$ cat src/loop_status_pkg.sv
// constants and types for the loop operating status block
package loop_status_pkg;

    // ------------------------------------------------------------
    // bus widths and register offsets
    // ------------------------------------------------------------
    localparam int ADDR_W = 8;
    localparam int DATA_W = 8;
    localparam logic [7:0] OPSTAT_ADDR = 8'h00;
    localparam logic [7:0] LOSS_CFG_ADDR = 8'h01;
    localparam logic [7:0] IRQ_STAT_ADDR = 8'h02;
    localparam logic [7:0] IRQ_MASK_ADDR = 8'h03;

    // ------------------------------------------------------------
    // operating status fields
    // ------------------------------------------------------------
    localparam int EXT_SYNC_BIT = 7;
    localparam int AUX_LOCK_BIT = 6;
    localparam int MAIN_SOFT_BIT = 5;
    localparam int AUX_SOFT_BIT = 4;
    localparam int MAIN_STATE_LSB = 0;
    localparam logic EXT_SYNC_RST = 1'h0;
    localparam logic MAIN_SOFT_RST = 1'h0;
    localparam logic AUX_SOFT_RST = 1'h0;

    // ------------------------------------------------------------
    // loss enable configuration fields
    // ------------------------------------------------------------
    localparam int CFG_FINE_BIT = 0;
    localparam int CFG_COARSE_BIT = 1;
    localparam int CFG_IDLE_BIT = 2;
    localparam int CFG_FREQ_BIT = 3;
    localparam int NUM_LOSS = 4;
    localparam logic [3:0] LOSS_CFG_RST = 4'hF;

    // ------------------------------------------------------------
    // interrupt events
    // ------------------------------------------------------------
    localparam int IRQ_AUX_UNLOCK = 0;
    localparam int IRQ_MAIN_SOFT = 1;
    localparam int IRQ_AUX_SOFT = 2;
    localparam int IRQ_EXT_SYNC = 3;
    localparam int IRQ_STATE_CHG = 4;
    localparam int NUM_EVT = 5;
    localparam logic [4:0] IRQ_STAT_RST = 5'h00;
    localparam logic [4:0] IRQ_MASK_RST = 5'h00;

    // ------------------------------------------------------------
    // state types
    // ------------------------------------------------------------
    typedef enum logic [2:0] {
        MS_UNUSED0 = 3'h0,
        MS_FREE = 3'h1,
        MS_HOLD = 3'h2,
        MS_UNUSED3 = 3'h3,
        MS_LOCK = 3'h4,
        MS_PRE2 = 3'h5,
        MS_PRE = 3'h6,
        MS_LOST = 3'h7
    } main_state_t;
    localparam main_state_t MAIN_STATE_RST = MS_FREE;

    typedef enum logic {
        AUX_UNLOCKED = 1'h0,
        AUX_LOCKED = 1'h1
    } aux_lock_t;
    localparam aux_lock_t AUX_LOCK_RST = AUX_LOCKED;

endpackage

$ cat src/loop_operating_status.sv
// loop operating status register with lock latch and interrupts
`timescale 1ns/100ps
// ----------------------------------------------------------------
// ----------------------------------------------------------------
module loop_operating_status
(
    // clock and reset
    input wire logic core_clk,
    input wire logic resetn,
    // register port
    input wire logic [loop_status_pkg::ADDR_W-1:0] reg_addr,
    input wire logic [loop_status_pkg::DATA_W-1:0] reg_wdata,
    input wire logic reg_wr,
    input wire logic reg_rd,
    output logic [loop_status_pkg::DATA_W-1:0] reg_rdata,
    // aux loop loss indicators
    input wire logic fine_phase_loss,
    input wire logic coarse_phase_loss,
    input wire logic idle_input_loss,
    input wire logic freq_limit_loss,
    input wire logic aux_freq_hard_limit,
    // alarm and state inputs
    input wire logic main_loop_soft_alarm_in,
    input wire logic aux_loop_soft_alarm_in,
    input wire logic ext_sync_monitor_alarm_in,
    input wire logic [2:0] main_loop_state_in,
    // enables shared with the main loop
    output logic fine_loss_enable,
    output logic coarse_loss_enable,
    output logic idle_input_loss_enable,
    output logic freq_limit_loss_enable,
    // aux loop control and interrupt
    output logic aux_loop_tracking,
    output logic irq
);
    import loop_status_pkg::*;

    // ------------------------------------------------------------
    // register decode
    // ------------------------------------------------------------
    logic wr_opstat;
    logic wr_cfg;
    logic wr_istat;
    logic wr_imask;
    logic clear_req;

    assign wr_opstat = reg_wr && (reg_addr == OPSTAT_ADDR);
    assign wr_cfg = reg_wr && (reg_addr == LOSS_CFG_ADDR);
    assign wr_istat = reg_wr && (reg_addr == IRQ_STAT_ADDR);
    assign wr_imask = reg_wr && (reg_addr == IRQ_MASK_ADDR);
    // only the lock clear bit of a status write has any effect
    assign clear_req = wr_opstat && reg_wdata[AUX_LOCK_BIT];

    // ------------------------------------------------------------
    // loss enable configuration
    // ------------------------------------------------------------
    logic [NUM_LOSS-1:0] loss_cfg_r;
    logic [NUM_LOSS-1:0] loss_cfg_nxt;

    always_comb
    begin
        loss_cfg_nxt = loss_cfg_r;
        if (wr_cfg)
        begin
            loss_cfg_nxt = reg_wdata[NUM_LOSS-1:0];
        end
    end

    always_ff @(posedge core_clk or negedge resetn)
    begin
        if (!resetn)
        begin
            loss_cfg_r <= LOSS_CFG_RST;
        end
        else
        begin
            loss_cfg_r <= loss_cfg_nxt;
        end
    end

    // ------------------------------------------------------------
    // gated loss sources
    // ------------------------------------------------------------
    logic [NUM_LOSS-1:0] loss_raw;
    logic [NUM_LOSS-1:0] loss_gated;
    logic loss_now;

    assign loss_raw[CFG_FINE_BIT] = fine_phase_loss;
    assign loss_raw[CFG_COARSE_BIT] = coarse_phase_loss;
    assign loss_raw[CFG_IDLE_BIT] = idle_input_loss;
    assign loss_raw[CFG_FREQ_BIT] = freq_limit_loss;

    // each source passes only while its enable is set
    genvar gl;
    generate
        for (gl = 0; gl < NUM_LOSS; gl++)
        begin : g_loss
            assign loss_gated[gl] = loss_raw[gl] & loss_cfg_r[gl];
        end
    endgenerate

    assign loss_now = |loss_gated;

    // ------------------------------------------------------------
    // aux loop lock latch
    // ------------------------------------------------------------
    aux_lock_t aux_state_r;
    aux_lock_t aux_state_nxt;

    always_comb
    begin
        aux_state_nxt = aux_state_r;
        case (aux_state_r)
            AUX_LOCKED:
            begin
                if (loss_now)
                begin
                    aux_state_nxt = AUX_UNLOCKED;
                end
            end
            AUX_UNLOCKED:
            begin
                // clear only with coarse detector off and no loss present
                if (clear_req && !loss_cfg_r[CFG_COARSE_BIT] && !loss_now)
                begin
                    aux_state_nxt = AUX_LOCKED;
                end
            end
            default: aux_state_nxt = AUX_UNLOCKED;
        endcase
    end

    always_ff @(posedge core_clk or negedge resetn)
    begin
        if (!resetn)
        begin
            aux_state_r <= AUX_LOCK_RST;
        end
        else
        begin
            aux_state_r <= aux_state_nxt;
        end
    end

    // ------------------------------------------------------------
    // alarms, main loop state and tracking
    // ------------------------------------------------------------
    main_state_t main_state_r;
    main_state_t main_state_nxt;
    logic main_soft_r;
    logic main_soft_nxt;
    logic aux_soft_r;
    logic aux_soft_nxt;
    logic ext_sync_r;
    logic ext_sync_nxt;
    logic tracking_nxt;

    always_comb
    begin
        main_soft_nxt = main_loop_soft_alarm_in;
        aux_soft_nxt = aux_loop_soft_alarm_in;
        ext_sync_nxt = ext_sync_monitor_alarm_in;
        tracking_nxt = !aux_freq_hard_limit;
        main_state_nxt = main_state_r;
        case (main_loop_state_in)
            3'h1, 3'h2, 3'h4, 3'h5, 3'h6, 3'h7:
            begin
                main_state_nxt = main_state_t'(main_loop_state_in);
            end
            default: main_state_nxt = main_state_r;
        endcase
    end

    always_ff @(posedge core_clk or negedge resetn)
    begin
        if (!resetn)
        begin
            main_state_r <= MAIN_STATE_RST;
            main_soft_r <= MAIN_SOFT_RST;
            aux_soft_r <= AUX_SOFT_RST;
            ext_sync_r <= EXT_SYNC_RST;
            aux_loop_tracking <= 1'h1;
        end
        else
        begin
            main_state_r <= main_state_nxt;
            main_soft_r <= main_soft_nxt;
            aux_soft_r <= aux_soft_nxt;
            ext_sync_r <= ext_sync_nxt;
            aux_loop_tracking <= tracking_nxt;
        end
    end

    // ------------------------------------------------------------
    // status byte
    // ------------------------------------------------------------
    logic [DATA_W-1:0] opstat;

    always_comb
    begin
        opstat = 8'h00;
        opstat[EXT_SYNC_BIT] = ext_sync_r;
        opstat[AUX_LOCK_BIT] = aux_state_r;
        opstat[MAIN_SOFT_BIT] = main_soft_r;
        opstat[AUX_SOFT_BIT] = aux_soft_r;
        opstat[MAIN_STATE_LSB+:3] = main_state_r;
    end

    // ------------------------------------------------------------
    // interrupt status and mask
    // ------------------------------------------------------------
    logic [NUM_EVT-1:0] evt;
    logic [NUM_EVT-1:0] istat_r;
    logic [NUM_EVT-1:0] istat_nxt;
    logic [NUM_EVT-1:0] imask_r;
    logic [NUM_EVT-1:0] imask_nxt;
    logic irq_nxt;

    assign evt[IRQ_AUX_UNLOCK] = (aux_state_r == AUX_LOCKED) && (aux_state_nxt == AUX_UNLOCKED);
    assign evt[IRQ_MAIN_SOFT] = main_soft_nxt && !main_soft_r;
    assign evt[IRQ_AUX_SOFT] = aux_soft_nxt && !aux_soft_r;
    assign evt[IRQ_EXT_SYNC] = ext_sync_nxt && !ext_sync_r;
    assign evt[IRQ_STATE_CHG] = main_state_nxt != main_state_r;

    // a new event wins over a write-one clear in the same cycle
    genvar gi;
    generate
        for (gi = 0; gi < NUM_EVT; gi++)
        begin : g_irq
            assign istat_nxt[gi] = evt[gi] | (istat_r[gi] & ~(wr_istat & reg_wdata[gi]));
        end
    endgenerate

    always_comb
    begin
        imask_nxt = imask_r;
        if (wr_imask)
        begin
            imask_nxt = reg_wdata[NUM_EVT-1:0];
        end
        irq_nxt = |(istat_nxt & imask_nxt);
    end

    always_ff @(posedge core_clk or negedge resetn)
    begin
        if (!resetn)
        begin
            istat_r <= IRQ_STAT_RST;
            imask_r <= IRQ_MASK_RST;
            irq <= 1'h0;
        end
        else
        begin
            istat_r <= istat_nxt;
            imask_r <= imask_nxt;
            irq <= irq_nxt;
        end
    end

    // ------------------------------------------------------------
    // read data and enable outputs
    // ------------------------------------------------------------
    logic [DATA_W-1:0] rdata_nxt;

    always_comb
    begin
        rdata_nxt = 8'h00;
        if (reg_rd)
        begin
            case (reg_addr)
                OPSTAT_ADDR: rdata_nxt = opstat;
                LOSS_CFG_ADDR: rdata_nxt = {4'h0, loss_cfg_r};
                IRQ_STAT_ADDR: rdata_nxt = {3'h0, istat_r};
                IRQ_MASK_ADDR: rdata_nxt = {3'h0, imask_r};
                default: rdata_nxt = 8'h00;
            endcase
        end
    end

    always_ff @(posedge core_clk or negedge resetn)
    begin
        if (!resetn)
        begin
            reg_rdata <= 8'h00;
            fine_loss_enable <= LOSS_CFG_RST[CFG_FINE_BIT];
            coarse_loss_enable <= LOSS_CFG_RST[CFG_COARSE_BIT];
            idle_input_loss_enable <= LOSS_CFG_RST[CFG_IDLE_BIT];
            freq_limit_loss_enable <= LOSS_CFG_RST[CFG_FREQ_BIT];
        end
        else
        begin
            reg_rdata <= rdata_nxt;
            fine_loss_enable <= loss_cfg_nxt[CFG_FINE_BIT];
            coarse_loss_enable <= loss_cfg_nxt[CFG_COARSE_BIT];
            idle_input_loss_enable <= loss_cfg_nxt[CFG_IDLE_BIT];
            freq_limit_loss_enable <= loss_cfg_nxt[CFG_FREQ_BIT];
        end
    end
endmodule

$ cat config.mk
export PLATFORM = sky130hd
export DESIGN_NAME = loop_operating_status
export DESIGN_NICKNAME = d
export VERILOG_FILES = /design/src/loop_status_pkg.sv /design/src/loop_operating_status.sv
export SDC_FILE = /design/constraint.sdc
export NUM_CORES = 1
export LEC_CHECK = 0
export BUFFER_PORTS_ARGS = -buffer_cell sky130_fd_sc_hd__buf_2
export CAP_MARGIN = 25
export CORE_MARGIN = 2
export CORE_UTILIZATION = 40
export DETAILED_ROUTE_END_ITERATION = 10
export GPL_TIMING_DRIVEN = 0
export HOLD_SLACK_MARGIN = 0.03
export SLEW_MARGIN = 20
export SYNTH_ARGS = -nofsm -noshare
export SYNTH_HDL_FRONTEND = slang
export SYNTH_SLANG_ARGS = --single-unit
$ cat constraint.sdc
create_clock -name core_clk -period 5 [get_ports core_clk]
set_input_delay 0.25 -clock core_clk [delete_from_list [all_inputs] [get_ports core_clk]]
set_output_delay 0.25 -clock core_clk [all_outputs]
set_load 0.005 [all_outputs]
==> summary.md, run 1 <==
| Metric | Value |
|---|---|
| Status | `finished, final reports clean` |
| Gpl congestion | `0.805` |
| Hold depth | `3` |
| Antenna violations before repair | `0` |
| Crit path depth | `6` |
| Clock-pin transition on the worst setup and hold timing paths | `0.10 ns` |
| Slew Limit Fails | `0` |
| Max Cap Viol | `0` |
| CP cell instances | `buf_2 -> or4_4 -> or4_1 -> a221o_1 -> a22o_1 -> a2111o_1` |
| Via density per instance | `5.18` |
| Antenna diodes | `0` |
| HP Class | `input port to register` |
| Crit path DAT | `2.37 ns` |
| Iter 0 DRT Violations | `71` |
| Post-synth top area cell | `dfrtp_1` |
| Worst path buffer plus inverter count | `1` |
| Sequential cell area | `785 um^2` |
| Gr ovfl total | `0` |
| Synth top area cells | `dfrtp_1 (41%), dfstp_2 (13%), mux4_2 (4.6%)` |
| Clock Path Buffers | `2` |
| IR Drop Worst-Case VDD | `0.174 mV` |
| Static Leak | `0.899 nW` |
| Global-route usage over all layers | `18.7%` |
| Pin count of the biggest net entering global routing | `32` |
| Hold buffer count at CTS | `5` |
| Critical-path top delay cell | `or4_1` |
| Critical path class | `input port to register` |
| RSZ-0062 raised after global routing | `no` |
| Initial Utilization | `42.6%` |
| Yosys warning total | `0` |
| Most common flop cell mapped by yosys | `dfrtp_1` |
| CP Launch Type | `input port` |
| Slew @ Worst Pin | `0.689 ns` |
| Routed Antenna Nets | `0` |
| TritonCTS buffer count | `5` |
| First-pass GRT wire length | `5780 um` |
| Distinct cells, synth | `34` |
| Vias in the first global route | `1227` |
| Most instantiated library cell after synthesis | `dfrtp_1` |
| Port Buffer Count | `40` |
| Die area | `4130 um^2` |
| Drt first pass iters | `4` |
| Commonest cells in the netlist | `dfrtp_1 (24), nand2_1 (15), nor2_1 (8)` |
| Crit path time final | `2.16 ns` |
| Area of the multi-input gates | `613 um^2` |
| #FFs+latches synth | `31` |
| Synthesis-to-layout area growth | `26.3%` |
| Setup crit end kind | `register` |
| Clock tree from TritonCTS | `done` |
| FFs w/ async S/R, synth | `100%` |
| WL final | `3460 um` |
| Top delay family on crit path | `simple AND/OR/NAND/NOR gates` |
| Mapped Area | `1450 um^2` |
| Worst-path maximum fanout | `4` |
| Wire per inst | `15.2 um` |
| Core Region | `3420 um^2` |
| Worst-Skew Late Latency | `0.34 ns` |
| Syn Nets | `159` |
| DIE WIDTH | `64.3 um` |
| Hold Vio Cnt, Final | `0` |
| Fillers | `304` |
| Mean post-synth cell area | `11.4 um^2` |
| Post-CTS Setup Bufs | `0` |
| Number of top-level pins | `45` |
| Fin crit share | `43.2%` |
| Count of final setup violators | `0` |
| Max stage delay on crit path | `0.60 ns` |
| Pwr dens | `285 nW/um^2` |
| CTS resizes | `0` |
| Clk sinks | `31` |
| Fmax | `463 MHz` |
| Mapped Cells | `128` |
| Setup TNS | `0 ns` |
| Routed vias | `1176` |
| Number of remaining DRC errors | `0` |
| Post-synth EDFFs | `0` |
| H-Tree Level Count | `2` |
| Setup Skew | `0.00854 ns` |
| CTS root buf | `clkbuf_4` |
| DP HPWL | `2530 um` |
| Seq/Total Area, Yosys | `54.0%` |
| Die Ht | `64.3 um` |
| Pwr Total | `0.523 mW` |
| Max-slew headroom | `54.1%` |
| Share of cells above drive strength 1 | `38.7%` |
| Nets | `211` |
| R2R depth | `6` |
| Critical Path RT | `5.21 ns` |
| Std-Cell Rows | `21` |
| Yosys top cell area share | `41.3%` |
-- flip-flops by register name, summed over array words and instances (netlist names) --
register and flops:
aux_loop_tracking 1, aux_soft_r 1, aux_state_r 1, ext_sync_r 1
freq_limit_loss_enable 1, imask_r 5, irq 1, istat_r 5
loss_cfg_r 3, main_soft_r 1, main_state_r 3, reg_rdata 8
-- cell type report --
cell class                      count  share of cell area, %
Inverter                            7                   1.43
Tap cell                           46                   3.13
Clock inverter                      1                   1.63
Sequential cell                    31                   42.7
Timing Repair Buffer               45                   13.6
Clock buffer                        7                   2.45
Multi-Input combinational cell     84                   33.4
Buffer                              6                   1.63
-- cell usage in the layout (no fill, tap or decap), drive strengths merged --
| cell type | count |
|---|---|
| dfrtp | 24 |
| dfstp | 7 |
| inv | 7 |
| nor2b | 3 |
| buf | 41 |
| a2111o | 1 |
| clkbuf | 12 |
| a221o | 3 |
| a31oi | 1 |
| mux2 | 9 |
| nand2 | 15 |
| or4 | 3 |
| and3 | 3 |
| o21ai | 9 |
| and4b | 1 |
| bufinv | 1 |
| nand3 | 1 |
| mux4 | 3 |
| or3b | 1 |
| dlygate4sd3 | 5 |
| or2 | 2 |
| nor4bb | 1 |
| a22o | 2 |
| nand2b | 1 |
| nand4b | 1 |
| a22oi | 3 |
| a21boi | 2 |
| a211oi | 1 |
| a21oi | 5 |
| nor2 | 8 |
| and2 | 3 |
| xnor2 | 1 |
| nor4 | 1 |
-- cells by family after synthesis --
group,count (synthesis),synth area share [%]
simple gates,44,16.5
flops,31,54.0
xor+xnor,1,0.603
compound gates,27,12.4
mux,12,12.7
buf+inv,13,3.87
-- worst paths after layout --
kind                       slack, ns                       from                                  to
max reg2reg                     2.97  main_state_r[0]$_DFF_PN1_                       irq$_DFF_PN0_
min reg2reg                     0.49       ext_sync_r$_DFF_PN0_              reg_rdata[7]$_DFF_PN0_
max in group asynchronous       4.07                     resetn           main_state_r[2]$_DFF_PN0_
min in group asynchronous       0.49                     resetn                imask_r[1]$_DFF_PN0_
max                             2.84                reg_addr[3]                       irq$_DFF_PN0_
min                             0.16               reg_wdata[3]  freq_limit_loss_enable$_DFFE_PN1P_
-- metal layers --
metal | GRT usage, % | vias to the layer above | routed length (um)
met1 | 23.1 | 565 | 1500
met4 | 8.51 | 0 | 38
li1 | - | 560 | -
met5 | 0 | - | 0
met2 | 30.6 | 45 | 1690
met3 | 4.93 | 6 | 231
-- stage by stage --
stage	setup slack (ns)	std cells	util [%]	hold slack, ns	instance area [um^2]
floorplan	2.69	128	-	-0.0456	1450
global placement	2.48	214	50.1	0.322	1710
detailed placement	2.47	214	50.1	0.328	1710
CTS	2.83	227	53.8	0.147	1840
global route	2.81	227	53.8	0.154	1840
finish	2.84	227	53.8	0.157	1840
-- power by group --
part	internal [mW]	switching [mW]
Clock	0.106	0.0849
Sequential	0.263	0.00718
Combinational	0.0312	0.0306
Total	0.400	0.123
-- worst register-to-register path: stages (launching register included) --
cell	delay, ns
dfstp_2	0.52
clkbuf_1	0.30
nand3_1	0.12
a211oi_1	0.26
o21ai_1	0.09
a22o_1	0.26
a2111o_1	0.37
No activity file was read; power rests on OpenSTA's default activity.
==> run 2, diff against run 1 <==
clock period = 2.26 ns   (was 5 ns; I/O delays follow)
==> run 2 against run 1 <==
  * Worst hold slack lost 0.12 ns
  * Die area unchanged
  * Critical path type is now register to register
  * Via count rose by 2.6%
  * Flip-flop and latch count stayed put
  * Sequential power up 120%
  * Largest power group unchanged
==> summary.md, run 2 (same netlist as run 1, synthesis figures left out) <==
| Metric | Value |
|---|---|
| Routed vias | `1206` |
| Final non-filler cell area | `1870 um^2` |
| Setup TNS | `0 ns` |
| CTS root buf | `clkbuf_4` |
| Worst path buffer plus inverter count | `1` |
| GR Layer Usage met1 | `23.0%` |
| Setup Skew | `0.00934 ns` |
| Setup ws final | `0.220 ns` |
| TritonCTS buffer count | `5` |
| Fin crit share | `90.3%` |
| Core Region | `3420 um^2` |
| Iter 0 DRT Violations | `104` |
| Met3 usage | `5.11%` |
| Pwr dens | `624 nW/um^2` |
| DIE WIDTH | `64.3 um` |
| First-pass GRT wire length | `5840 um` |
| Clock Path Buffers | `2` |
| IR Drop Worst-Case VDD | `0.384 mV` |
| Share of cells above drive strength 1 | `38.0%` |
| Slew @ Worst Pin | `0.671 ns` |
| Worst-path maximum fanout | `9` |
| Die Ht | `64.3 um` |
| Initial Utilization | `42.6%` |
| Critical Path RT | `2.48 ns` |
| Clock tree from TritonCTS | `done` |
| Antenna violations before repair | `0` |
| Static Leak | `0.912 nW` |
| Hold Vio Cnt, Final | `0` |
| Synthesis-to-layout area growth | `28.4%` |
| Via density per instance | `5.24` |
| Std-Cell Rows | `21` |
| Vias in the first global route | `1244` |
| Count of final setup violators | `0` |
| GR Util met2 | `30.6%` |
| Number of remaining DRC errors | `0` |
| WL final | `3490 um` |
| CP Launch Type | `register` |
| Commonest non-fill, non-tap cell in the layout | `buf_2` |
| Fmax | `490 MHz` |
| Pin count of the biggest net entering global routing | `32` |
| Gpl congestion | `0.805` |
| Most frequent cells in the layout | `buf_2 (40), dfrtp_1 (24), nand2_1 (15), nor2_1 (8), dlygate4sd3_1 (8)` |
| Placed instance area | `1710 um^2` |
| Gr busiest metal | `met2` |
| Status | `finished, final reports clean` |
| Die area | `4130 um^2` |
| RSZ-0062 raised after global routing | `no` |
| CP cell instances | `clkbuf_1 -> nand3_1 -> a211oi_1 -> o21ai_1 -> a22o_1 -> a2111o_1` |
| Slew Limit Fails | `0` |
| Critical path class | `register to register` |
| Max Cap Viol | `0` |
| R2R setup slack | `0.22 ns` |
| Critical-path top delay cell | `dfstp_2` |
| Worst r2r src | `main_state_r[0]$_DFF_PN1_` |
| Wire per inst | `15.2 um` |
| Clock-pin transition on the worst setup and hold timing paths | `0.09 ns` |
| Pre-CTS setup slack | `-0.135 ns` |
| Clk sinks | `31` |
| Top reg by flops | `reg_rdata` |
| Max stage delay on crit path | `0.52 ns` |
| DP HPWL | `2530 um` |
| HP Class | `input port to register` |
| Routed Antenna Nets | `0` |
| H-Tree Level Count | `2` |
| Fin util | `54.7%` |
| Worst-Skew Late Latency | `0.34 ns` |
| Regs by FF count | `reg_rdata (8), imask_r (5), istat_r (5)` |
| Setup crit end kind | `register` |
| Max-slew headroom | `55.3%` |
| Hold Startpoint | `reg_wdata[2]` |
| Crit path DAT | `2.26 ns` |
| Antenna diodes | `0` |
| Global-route usage over all layers | `19.0%` |
| Crit path time final | `2.04 ns` |
| Gr ovfl total | `0` |
| Drt first pass iters | `4` |
| Port Buffer Count | `40` |
| CP startpoint | `main_state_r[0]$_DFF_PN1_` |
| Top delay family on crit path | `compound AO/OA/AOI/OAI gates` |
| Nets | `214` |
| Number of top-level pins | `45` |
| Max reg flops | `8` |
run 2: worst paths after layout:
kind / end / cells past startpoint
worst max-delay path: irq$_DFF_PN0_ / 6
worst min-delay path: loss_cfg_r[2]$_DFFE_PN1P_ / 2
worst max register to register: irq$_DFF_PN0_ / 6
worst min register to register: reg_rdata[7]$_DFF_PN0_ / 1
max in group asynchronous: main_state_r[2]$_DFF_PN0_ / 2
min in group asynchronous: reg_rdata[1]$_DFF_PN0_ / 2
run 2: cell type report:
cell class | instances | area, um^2
Tap cell | 46 | 57.6
Buffer | 6 | 30.0
Fill cell | 305 | 1550
Clock inverter | 1 | 30.0
Timing Repair Buffer | 48 | 280
Sequential cell | 31 | 785
Multi-Input combinational cell | 84 | 613
Inverter | 7 | 26.3
Clock buffer | 7 | 45.0
run 2: per-stage QoR:
step | total power, mW | instances | hold slack [ns]
floorplan | 0.674 | 128 | -0.183
CTS | 1.17 | 230 | 0.0330
global placement | 0.734 | 214 | 0.185
finish | 1.16 | 230 | 0.0404
global route | 1.22 | 230 | 0.0426
detailed placement | 0.738 | 214 | 0.191
run 2: power breakdown:
part           internal [mW]  switching (mW)
Clock                  0.235           0.191
Combinational         0.0724          0.0688
Sequential             0.581          0.0162
Total                  0.888           0.276
run 2: what timing repair did:
action / 4_1_cts / 5_1_grt
endpoints found under the setup margin: 0 / 0
hold buffers: 8 / 0
setup buffers: 0 / 0
gates resized for setup: 0 / 0
hold endpoints to repair: 34 / 0
run 2: metal layers:
layer | up-vias | routed length, um
met5 | - | 0
met4 | 0 | 95
met3 | 12 | 224
met2 | 40 | 1700
met1 | 587 | 1470
li1 | 567 | -
==> run 3, diff against run 2 <==
PLACE_DENSITY = 0.7   (was default)
==> run 3 against run 2 <==
  * Core utilization fell by 0.77 points
  * Critical path depth rose by 1
  * Wire length fell by 9.2%
  * Critical path type is now input port to register
  * Largest cell class unchanged
  * Highest routed layer unchanged
==> summary.md, run 3 (same netlist as run 1, synthesis figures left out) <==
| Metric | Value |
|---|---|
| Status | `finished, final reports clean` |
| Fmax | `496 MHz` |
| Most used cell, CP | `or4_4` |
| Port Buffer Count | `40` |
| Most frequent cells in the layout | `buf_2 (40), dfrtp_1 (24), nand2_1 (15), nor2_1 (8)` |
| IR Drop Worst-Case VDD | `0.368 mV` |
| Pwr dens | `595 nW/um^2` |
| Crit path time final | `2.02 ns` |
| Vias in the first global route | `1059` |
| Clk sinks | `31` |
| CTS root buf | `clkbuf_4` |
| Drt first pass iters | `4` |
| Routed vias | `1164` |
| Clock-pin transition on the worst setup and hold timing paths | `0.09 ns` |
| Final non-filler cell area | `1840 um^2` |
| Wire per inst | `13.9 um` |
| Hold Vio Cnt, Final | `0` |
| TritonCTS buffer count | `5` |
| Pin count of the biggest net entering global routing | `32` |
| Clock tree from TritonCTS | `done` |
| Max-slew headroom | `56.7%` |
| Max reg flops | `8` |
| Pwr Total | `1.10 mW` |
| Worst-Skew Late Latency | `0.33 ns` |
| Routed Antenna Nets | `0` |
| H-Tree Level Count | `2` |
| Post-CTS Setup Bufs | `0` |
| Hold buffer count at CTS | `6` |
| Nets | `212` |
| Worst-path maximum fanout | `5` |
| Setup crit end kind | `register` |
| First-pass GRT wire length | `5320 um` |
| Antenna violations before repair | `0` |
| Slew @ Worst Pin | `0.649 ns` |
| Static Leak | `0.902 nW` |
| Gpl congestion | `0.792` |
| Crit path DAT | `2.23 ns` |
| CP startpoint | `reg_addr[3]` |
| Die Ht | `64.3 um` |
| Placed instance area | `1710 um^2` |
| Critical Path RT | `2.48 ns` |
| WL final | `3170 um` |
| Antenna diodes | `0` |
| Top reg by flops | `reg_rdata` |
| Max Cap Viol | `0` |
| Clock Path Buffers | `2` |
| Core Region | `3420 um^2` |
| Critical-path top delay cell | `or4_4` |
| Via density per instance | `5.11` |
| Gr ovfl total | `0` |
| Number of top-level pins | `45` |
| Regs by FF count | `reg_rdata (8), imask_r (5), istat_r (5)` |
| DP HPWL | `2400 um` |
| Number of remaining DRC errors | `0` |
| Count of final setup violators | `0` |
| Iter 0 DRT Violations | `19` |
| Hold Startpoint | `reg_wdata[3]` |
| Hold Slack | `0.0468 ns` |
| RSZ-0062 raised after global routing | `no` |
| Slew Limit Fails | `0` |
| CP Launch Type | `input port` |
| Std-Cell Rows | `21` |
| HP Class | `input port to register` |
| Worst r2r src | `main_state_r[0]$_DFF_PN1_` |
| Initial Utilization | `42.6%` |
| Commonest non-fill, non-tap cell in the layout | `buf_2` |
| DIE WIDTH | `64.3 um` |
| Max stage delay on crit path | `0.54 ns` |
| Global-route usage over all layers | `17.2%` |
| CTS resizes | `0` |
| Die area | `4130 um^2` |
| Fin crit share | `89.2%` |
| Share of cells above drive strength 1 | `39.0%` |
| CP cell instances | `buf_2 -> or4_4 -> or4_4 -> buf_6 -> mux2_4 -> a21boi_1 -> a2111o_1` |
| Synthesis-to-layout area growth | `26.6%` |
| Setup Skew | `0.00685 ns` |
| Critical path class | `input port to register` |
[run 3: final cells by class]
cell class / count / area [um^2]
Clock buffer: 8 / 68.8
Tap cell: 46 / 57.6
Buffer: 6 / 30.0
Timing Repair Buffer: 46 / 260
Fill cell: 311 / 1580
Inverter: 7 / 26.3
Sequential cell: 31 / 785
Multi-Input combinational cell: 84 / 613
[run 3: per-stage QoR]
| stage | utilization (%) | std cells | TNS [ns] | setup slack, ns |
|---|---|---|---|---|
| after floorplan | - | 128 | 0 | 0.0831 |
| after global placement | 50.1 | 214 | -0.0997 | -0.0997 |
| after detailed placement | 50.1 | 214 | -0.108 | -0.108 |
| after CTS | 53.9 | 228 | 0 | 0.246 |
| after global routing | 53.9 | 228 | 0 | 0.137 |
| final | 53.9 | 228 | 0 | 0.245 |
[run 3: path summary, 6_finish.rpt]
| path | cells after the start | slack, ns | endpoint |
|---|---|---|---|
| setup reg to reg | 6 | 0.26 | irq$_DFF_PN0_ |
| max in group asynchronous | 2 | 1.50 | istat_r[3]$_DFF_PN0_ |
| setup / recovery | 7 | 0.24 | irq$_DFF_PN0_ |
| hold reg to reg | 1 | 0.51 | reg_rdata[7]$_DFF_PN0_ |
| min in group asynchronous | 2 | 0.34 | ext_sync_r$_DFF_PN0_ |
| hold / removal | 2 | 0.05 | imask_r[3]$_DFF_PN0_ |
[run 3: worst max-delay path: cells and delay by family]
kind	cells	cell delay [ns]
buffers and inverters	2	0.25
AOI/OAI and AO/OA	2	0.52
muxes	1	0.30
and+or+nand+nor	2	1.04
[run 3: per-layer routing]
| metal | routed length (um) | track usage, % | vias to the layer above |
|---|---|---|---|
| met4 | 40 | 4.79 | 0 |
| met3 | 160 | 4.75 | 6 |
| li1 | - | - | 564 |
| met1 | 1410 | 23.1 | 560 |
| met2 | 1560 | 27.3 | 34 |
| met5 | 0 | 0 | - |
[run 3: where the power goes]
part	internal, mW	switching [mW]	leakage, nW
combinational	0.0700	0.0661	0.492
clock	0.183	0.179	0.0386
sequential	0.581	0.0170	0.372
